===== config.mk =====
export PLATFORM = sky130hd
export DESIGN_NAME = rscd_decoder
export DESIGN_NICKNAME = d
export VERILOG_FILES = /design/src/rscd_pkg.sv /design/src/rscd_decoder.sv
export SDC_FILE = /design/constraint.sdc
export NUM_CORES = 1
export LEC_CHECK = 0
export ABC_AREA = 1
export BUFFER_PORTS_ARGS = -buffer_cell sky130_fd_sc_hd__buf_2
export CAP_MARGIN = 15
export CELL_PAD_IN_SITES_DETAIL_PLACEMENT = 1
export CELL_PAD_IN_SITES_GLOBAL_PLACEMENT = 2
export CORE_MARGIN = 2
export CORE_UTILIZATION = 37
export CTS_BUF_LIST = sky130_fd_sc_hd__clkbuf_8
export CTS_CLUSTER_SIZE = 20
export DETAILED_ROUTE_END_ITERATION = 10
export PLACE_DENSITY_LB_ADDON = 0.1
export SLEW_MARGIN = 10
export SYNTH_ARGS = -nofsm -noshare
export SYNTH_HDL_FRONTEND = slang
export SYNTH_SLANG_ARGS = --single-unit

===== constraint.sdc =====
create_clock -name clock -period 10.2 [get_ports clock]
set_input_delay 2.04 -clock clock [delete_from_list [all_inputs] [get_ports clock]]
set_output_delay 2.04 -clock clock [all_outputs]
set_load 0.02 [all_outputs]

===== src/rscd_pkg.sv =====
/*
 * Constants and types for the receiver serial configuration decoder.
 * Assumes a single 250 MHz clock domain and a line bit strobe from the pin front end.
 */
// What this block does
// Hold two 12-bit registers: operating configuration and bit-check limit.
// Both registers are written only by serial frames on the shared data line.
// After a supply-drop reset, drive the power-loss marker pattern on the data line.
// Controller reprograms every relied-on register after seeing the marker.
// Reset loads defaults into both registers; defaults need no programming.
// Frame bit 1 set means return-to-polling; the rest is ignored.
// Bit 1 clear: bit 2 set targets operating config, clear targets limit.
// Commit data bits only when stop bit 15 is zero.
// Controller always sends stop bit 15 as zero.
// Operating fields: band, check count, modulation, sleep, multiplier, squelch.
// Limit fields: low bound bits 3-8, high bound bits 9-14; defaults 21, 41.
// Band 00/01/10/11 gives limit scale factor 8/4/2/1.
// Low and high bounds are multiplied by the limit scale factor.
// Check count 00/01/10/11 gives 0/3/6/9 bits.
// Modulation select 0 is frequency shift, 1 is amplitude shift.
// Sleep interval is value times multiplier times 1024 base clock periods; sleepTicks holds value times multiplier only, without the 1024.
// Sleep value zero polls continuously with no sleep interval.
// Sleep value 31 is permanent sleep, left only under external control.
// Sleep multiplier bit gives factor 1 when clear, 8 when set.
// Squelch bit set enables digital noise suppression; clear disables it.
// High limit is (high bound minus one) times factor; low is bound times factor.
// Frame bits arrive in ascending order, bit 1 first, bit 15 last.
// Writing one register leaves the other intact; values apply after the stop bit.
package rscd_pkg;
   localparam int          FRAME_BITS     = 15;
   localparam int          DATA_BITS      = 12;
   localparam logic [11:0] OPCFG_RESET    = 12'h119;
   localparam logic [11:0] LIMIT_RESET    = 12'h5_69;
   localparam int          SLEEP_BASE     = 1024;
   localparam logic [4:0]  SLEEP_ENDLESS  = 5'h1F;
   localparam logic [3:0]  XSLEEP_HI      = 4'h8;
   // Marker half period in clocks; value is a plain default
   localparam int          MARKER_HALF    = 4000;
   localparam logic [7:0]  BAND0_FACTOR   = 8'h08;

   typedef struct packed {
      logic [1:0] rateBand;
      logic [1:0] checkCode;
      logic       modulationSelect;
      logic [4:0] sleepValue;
      logic       sleepMult;
      logic       noiseSquelch;
   } rscd_opcfg_t;

   typedef struct packed {
      logic [5:0] lowBound;
      logic [5:0] highBound;
   } rscd_limit_t;

   typedef struct packed {
      logic [9:0]  lowLimit;
      logic [9:0]  highLimit;
      logic [3:0]  checkBits;
      logic [13:0] sleepTicks;
      logic        pollContinuous;
      logic        permanentSleep;
      logic        useAsk;
      logic        squelchOn;
   } rscd_params_t;
endpackage


===== src/rscd_decoder.sv =====
/*
 * Frame decoder and configuration registers of the receiver.
 * Assumes lineBitValid marks one sampled frame bit per clock cycle it is high, synchronous to clock.
 */
`timescale 1ns/100ps
module rscd_decoder
   import rscd_pkg::*;
(
   input  wire logic         clock,
   input  wire logic         reset,
   input  wire logic         powerLoss,
   input  wire logic         lineBitValid,
   input  wire logic         lineBit,
   input  wire logic         frameAbort,
   input  wire logic         markerCancel,
   output logic              pollReturn,
   output logic              configWrite,
   output logic              dataLineOut,
   output logic              dataLineOe,
   output rscd_opcfg_t       operating_config_reg,
   output rscd_limit_t       bitcheck_limit,
   output rscd_params_t      params
);

   //****************************************
   // Frame shift
   //****************************************
   logic [3:0]  bitCount;
   logic [14:0] frame;
   logic [14:0] next_frame;
   logic        lastBit;

   always_comb begin
      next_frame = frame;
      next_frame[bitCount] = lineBit;
   end

   assign lastBit = lineBitValid && (bitCount == 4'(FRAME_BITS - 1));

   always_ff @(posedge clock) begin
      if (reset || frameAbort) begin
         bitCount <= '0;
         frame    <= '0;
      end else if (lineBitValid) begin
         frame    <= lastBit ? '0 : next_frame;
         bitCount <= lastBit ? '0 : bitCount + 4'h1;
      end
   end

   //****************************************
   // Command decode and register commit
   //****************************************
   logic        isPoll;
   logic        commitOk;
   logic [11:0] dataWord;

   // Frame bit n sits at index n-1; bit 3 is the data MSB
   always_comb begin
      isPoll   = next_frame[0];
      commitOk = !next_frame[0] && !next_frame[14];
      for (int i = 0; i < DATA_BITS; i++) begin
         dataWord[11 - i] = next_frame[2 + i];
      end
   end

   always_ff @(posedge clock) begin
      if (reset) begin
         pollReturn  <= 1'b0;
         configWrite <= 1'b0;
      end else begin
         pollReturn  <= lastBit && isPoll;
         configWrite <= lastBit && commitOk;
      end
   end

   always_ff @(posedge clock) begin
      if (reset) begin
         operating_config_reg <= OPCFG_RESET;
      end else if (lastBit && commitOk && next_frame[1]) begin
         operating_config_reg <= dataWord;
      end
   end

   always_ff @(posedge clock) begin
      if (reset) begin
         bitcheck_limit <= LIMIT_RESET;
      end else if (lastBit && commitOk && !next_frame[1]) begin
         bitcheck_limit <= dataWord;
      end
   end

   //****************************************
   // Derived parameters
   //****************************************
   logic [7:0] limit_scale_factor;
   logic [3:0] sleepFactor;

   always_comb begin
      limit_scale_factor = BAND0_FACTOR >> operating_config_reg.rateBand;
      sleepFactor        = operating_config_reg.sleepMult ? XSLEEP_HI : 4'h1;
   end

   always_ff @(posedge clock) begin
      if (reset) begin
         params <= '0;
      end else begin
         params.lowLimit  <= 10'(bitcheck_limit.lowBound) * 10'(limit_scale_factor);
         params.highLimit <= (10'(bitcheck_limit.highBound) - 10'h001)
                             * 10'(limit_scale_factor);
         params.checkBits <= 4'(operating_config_reg.checkCode * 3);
         params.sleepTicks <= 14'(operating_config_reg.sleepValue) * 14'(sleepFactor);
         params.pollContinuous <= operating_config_reg.sleepValue == 5'h00;
         params.permanentSleep <= operating_config_reg.sleepValue == SLEEP_ENDLESS;
         params.useAsk    <= operating_config_reg.modulationSelect;
         params.squelchOn <= operating_config_reg.noiseSquelch;
      end
   end

   //****************************************
   // Power-loss marker
   //****************************************
   logic        markerOn;
   logic [11:0] markerCount;
   logic        markerLevel;

   always_ff @(posedge clock) begin
      if (reset) begin
         markerOn <= 1'b0;
      end else if (powerLoss) begin
         markerOn <= 1'b1;
      end else if (markerCancel) begin
         markerOn <= 1'b0;
      end
   end

   always_ff @(posedge clock) begin
      if (reset || !markerOn) begin
         markerCount <= '0;
         markerLevel <= 1'b1;
      end else if (markerCount == 12'(MARKER_HALF - 1)) begin
         markerCount <= '0;
         markerLevel <= !markerLevel;
      end else begin
         markerCount <= markerCount + 12'h001;
      end
   end

   // Open drain: only ever pull low
   assign dataLineOut = 1'b0;
   assign dataLineOe  = markerOn && !markerLevel;

   //****************************************
   // Checks
   //****************************************
   AST_POLL_NO_WRITE: assert property (@(posedge clock) disable iff (reset)
      lastBit && next_frame[0] |=> !configWrite && $stable(operating_config_reg)
         && $stable(bitcheck_limit))
      else $error("poll frame altered a register");
   AST_STOP_BLOCKS: assert property (@(posedge clock) disable iff (reset)
      lastBit && next_frame[14] |=> $stable(operating_config_reg)
         && $stable(bitcheck_limit))
      else $error("stop bit one still wrote");
   AST_OPCFG_WRITE: assert property (@(posedge clock) disable iff (reset)
      lastBit && next_frame[1:0] == 2'b10 && !next_frame[14]
         |=> operating_config_reg == $past(dataWord) && $stable(bitcheck_limit))
      else $error("operating write wrong");
   AST_LIMIT_WRITE: assert property (@(posedge clock) disable iff (reset)
      lastBit && next_frame[1:0] == 2'b00 && !next_frame[14]
         |=> bitcheck_limit == $past(dataWord) && $stable(operating_config_reg))
      else $error("limit write wrong");
   AST_DEFAULTS: assert property (@(posedge clock)
      $past(reset) |-> operating_config_reg == OPCFG_RESET
         && bitcheck_limit == LIMIT_RESET)
      else $error("defaults not loaded");
   AST_LOW_LIMIT: assert property (@(posedge clock) disable iff (reset)
      !$past(reset) && $stable(bitcheck_limit) && $stable(operating_config_reg) |->
         params.lowLimit == 10'(bitcheck_limit.lowBound) * 10'(limit_scale_factor))
      else $error("low limit wrong");
   AST_CHECK_BITS: assert property (@(posedge clock) disable iff (reset)
      operating_config_reg.checkCode == 2'b11 ##1 $stable(operating_config_reg)
         |-> params.checkBits == 4'd9)
      else $error("check count wrong");
   AST_MARKER_HALF: assert property (@(posedge clock) disable iff (reset)
      markerOn && $rose(dataLineOe) |=> dataLineOe || !markerOn)
      else $error("marker pulse too short");
   AST_SCALE_FACTOR: assert property (@(posedge clock) disable iff (reset)
      (operating_config_reg.rateBand != 2'b00 || limit_scale_factor == 8'h08)
         && (operating_config_reg.rateBand != 2'b01 || limit_scale_factor == 8'h04)
         && (operating_config_reg.rateBand != 2'b10 || limit_scale_factor == 8'h02)
         && (operating_config_reg.rateBand != 2'b11 || limit_scale_factor == 8'h01))
      else $error("scale factor wrong");
   AST_HIGH_LIMIT: assert property (@(posedge clock) disable iff (reset)
      !$past(reset) && $stable(bitcheck_limit) && $stable(operating_config_reg) |->
         params.highLimit == (10'(bitcheck_limit.highBound) - 10'h001)
            * 10'(limit_scale_factor))
      else $error("high limit wrong");
   AST_SLEEP_TICKS: assert property (@(posedge clock) disable iff (reset)
      !$past(reset) && $stable(operating_config_reg) |->
         params.sleepTicks == 14'(operating_config_reg.sleepValue)
            * (operating_config_reg.sleepMult ? 14'h0008 : 14'h0001))
      else $error("sleep ticks wrong");
   AST_POLL_CONT: assert property (@(posedge clock) disable iff (reset)
      !$past(reset) && $stable(operating_config_reg) |->
         params.pollContinuous == (operating_config_reg.sleepValue == 5'h00))
      else $error("continuous poll flag wrong");
   AST_PERM_SLEEP: assert property (@(posedge clock) disable iff (reset)
      !$past(reset) && $stable(operating_config_reg) |->
         params.permanentSleep == (operating_config_reg.sleepValue == 5'h1F))
      else $error("permanent sleep flag wrong");
   AST_MODULATION: assert property (@(posedge clock) disable iff (reset)
      !$past(reset) && $stable(operating_config_reg) |->
         params.useAsk == operating_config_reg.modulationSelect)
      else $error("modulation select wrong");
   AST_SQUELCH: assert property (@(posedge clock) disable iff (reset)
      !$past(reset) && $stable(operating_config_reg) |->
         params.squelchOn == operating_config_reg.noiseSquelch)
      else $error("squelch enable wrong");
   AST_WRITE_PULSE: assert property (@(posedge clock) disable iff (reset)
      configWrite |=> !configWrite)
      else $error("write pulse longer than one cycle");
   AST_OPEN_DRAIN: assert property (@(posedge clock) disable iff (reset)
      dataLineOut == 1'b0)
      else $error("data line driven high");

   COV_OPCFG: cover property (@(posedge clock) lastBit && next_frame[1:0] == 2'b10);
   COV_LIMIT: cover property (@(posedge clock) lastBit && next_frame[1:0] == 2'b00);
   COV_POLL:  cover property (@(posedge clock) lastBit && next_frame[0]);
   COV_MARK:  cover property (@(posedge clock) $fell(markerOn));
   COV_STOP:  cover property (@(posedge clock) lastBit && next_frame[14]);

endmodule // rscd_decoder


==> impl_results.md <==
* Vias in the first global route at 4690
* Post-synthesis cell type count at 31
* Routed Antenna Nets at 0
* Port-buffer cells at 70
* Metal1 wirelength at 6882 um
* Crit. End Element: register
* Max Used Layer: met4
* Clock root cell: clkbuf_8
* Routed vias at 4588
* Clock skew at 0.01244 ns
* Die Ht at approximately 120 um
* GRT Util Overall at 0.1835
* Skew-Pair Late Insertion Delay at 0.39 ns
* 1st-iter DRT viols at between 200 and 250
* HPWL after detailed placement at 10570 um
* Top reg by flops: params
* Biggest regs: params (37), frame (14)
* Pwr Density at 111.8 mW/mm2
* TNS Setup at 0 ns
* Max reg flops at 37
* Post-Place Cells at 934
* CP max FO at 9
* FMAX at 0.2155 GHz
* RSZ-0062 raised after global routing: no
* CTS Hold Bufs at 0
* Measured slew at the worst slew-check pin at 0.6618 ns
* Worst Hold Class: register to register
* Clk buf depth at 2
* Vias per cell at 4.824
* Layout cell share with drive strength beyond 1 at 0.1434
* Startpoint Class: register
* Grt ovf at 0
* Initial antenna violation count at 0
* Nets at 844
* Avg WL per Cell at around 15 um
* Avg Cell Area, Syn at 7.741 um2
* Number of max-cap violations at 0
* Final min period at 4.640 ns
* Drt drc at 0
* VDD IR max at 0.05210 mV
* Met2 Wirelength at 6322 um
* Post-Layout Cell Count at 951
* Cts bufs inserted at 9
* Period utilisation layout at 0.4549
* Post-CTS Resized at 0
* Rows at 44
* Final hold violations at 0
* Part of the Yosys area used for sequential elements at 0.3535
* Setup bufs post-CTS at 0
* CTS tree: built
* Core area at around 0.014 mm2
* Flops & latches, synth at between 90 and 100
* Power, Total at roughly 0.00068 W
* Met3 wire length at 419 um
* Lkg Pwr at 2.895 nW
* First-pass GRT wire length at 23220 um
* Cells after Synth at 695
* Post-Route WL at 13820 um
* Cell area after synthesis at 0.005380 mm2
* Pin count of the biggest net entering global routing at 35
* Die ar. at 0.01552 mm2
* Final number of setup-violating endpoints at 0
* Worst-path clk slew at 0.11 ns
* Chip width at 124.6 um
* GPL Wtd Cong at between 0.8 and 0.9
* WP data arrival at 4.94 ns
* IO Count at between 70 and 80
* Status: completed
* Initial Util at 0.3744
* Worst rel slew slack at 0.5542
* Final slew viol count at 0
* FF/Latch Area at 0.001902 mm2
* Antenna diode count at 0
* Multi-input logic area at 0.003010 mm2
* Area growth, synth to finish at 13.26%
* H-tree depth at 3
* Crit Path Class: register to register
* Clk sink count at 95
* Syn. warnings at 0
* Drt first pass iters at 4
* Fillcell total at 1812
* Data required, critical path at 10.50 ns
## critical path: stages, from the launching register on
cell      delay [ns]
dfxtp_1         0.43
inv_1           0.07
nor2_1          0.29
clkinv_1        0.36
or2_2           0.40
fa_1            0.48
fa_1            0.57
inv_1           0.07
fa_1            0.45
fa_1            0.47
ha_1            0.36
nand2_1         0.08
or2_2           0.30
nand3_1         0.09
nand2_1         0.06
nand2_1         0.05
nor2_1          0.04
## cell usage after synthesis
cell type | n | share of area
a211oi_1 | 1 | 0.0014
a21oi_1 | 46 | 0.043
a21oi_2 | 1 | 0.0016
a31oi_1 | 1 | 0.0012
and3_1 | 1 | 0.0012
buf_2 | 2 | 0.0019
buf_4 | 6 | 0.0084
buf_6 | 4 | 0.0084
clkbuf_1 | 11 | 0.0077
clkinv_1 | 1 | 0.00070
conb_1 | 2 | 0.0014
dfxtp_1 | 95 | 0.35
fa_1 | 20 | 0.074
ha_1 | 55 | 0.13
inv_1 | 90 | 0.063
inv_2 | 3 | 0.0021
nand2_1 | 137 | 0.096
nand2_2 | 4 | 0.0047
nand3_1 | 31 | 0.029
nand3_2 | 1 | 0.0019
nand3_4 | 1 | 0.0033
nand4_1 | 9 | 0.010
nor2_1 | 95 | 0.066
nor2_4 | 4 | 0.0084
nor3_1 | 13 | 0.012
o211ai_1 | 10 | 0.014
o21ai_0 | 31 | 0.029
o31ai_1 | 1 | 0.0014
or2_2 | 8 | 0.0093
xnor2_1 | 3 | 0.0049
xor2_1 | 8 | 0.013
## power by group
| group | internal, W | switching, W | total, W |
|---|---|---|---|
| clock | 0.000124 | 0.000153 | 0.000277 |
| sequential | 0.000374 | 0.00000123 | 0.000375 |
| combinational | 0.00000721 | 0.0000215 | 0.0000287 |
## stage by stage
step,hold slack (ns),area (um2),worst slack [ns],util
floorplan,0.4175,5406,5.856,-
global placement,0.4273,5853,5.806,0.4073
detailed placement,0.4414,5853,5.540,0.4073
CTS,0.4525,6066,5.541,0.4222
global route,0.4905,6093,5.288,0.4241
finish,0.4610,6093,5.560,0.4241
## logic make-up (layout without fill, tap and decap cells)
kind of cell    count (synthesis)  count (layout)  share of synthesized area
simple gates                  304             304                     0.2419
xor+xnor                       11              11                    0.01791
buf+inv                       117             182                    0.09186
fa+ha+maj                      75              75                     0.2023
flops                          95              95                     0.3535
other cells                     2               9                   0.001396
compound gates                 91              91                    0.09116
## final timing paths
kind	startpoint	to	slack [ns]	cells after the start
min	operating_config_reg[0]	params[0]	0.46	2
min reg2reg	operating_config_reg[0]	params[0]	0.46	2
max reg2reg	operating_config_reg[10]	params[30]	5.56	16
max	operating_config_reg[10]	params[30]	5.56	16
## cell type report
cell class	instances	area share
multi-input combinational	490	0.4940
sequential	95	0.3121
timing repair buffer	72	0.06324
inverter	94	0.05791
tap	184	0.03778
clock buffer	10	0.02259
clock inverter	6	0.01232
## layout by cell type, fill, tap and decap left out, drive strengths merged, types with 2 or more instances in the layout
cell,count
a21oi,47
buf,72
clkbuf,10
clkinv,2
conb,9
dfxtp,95
fa,20
ha,55
inv,96
nand2,141
nand3,33
nand4,9
nor2,99
nor3,13
o211ai,10
o21ai,31
or2,8
xnor2,3
xor2,8
## layer usage
layer / vias up / GRT usage
met5: - / 0
met4: 0 / 0.05948
met3: 13 / 0.03179
li1: 2331 / -
met2: 54 / 0.3005
met1: 2190 / 0.2464
No activity file was read; power rests on OpenSTA's default activity.
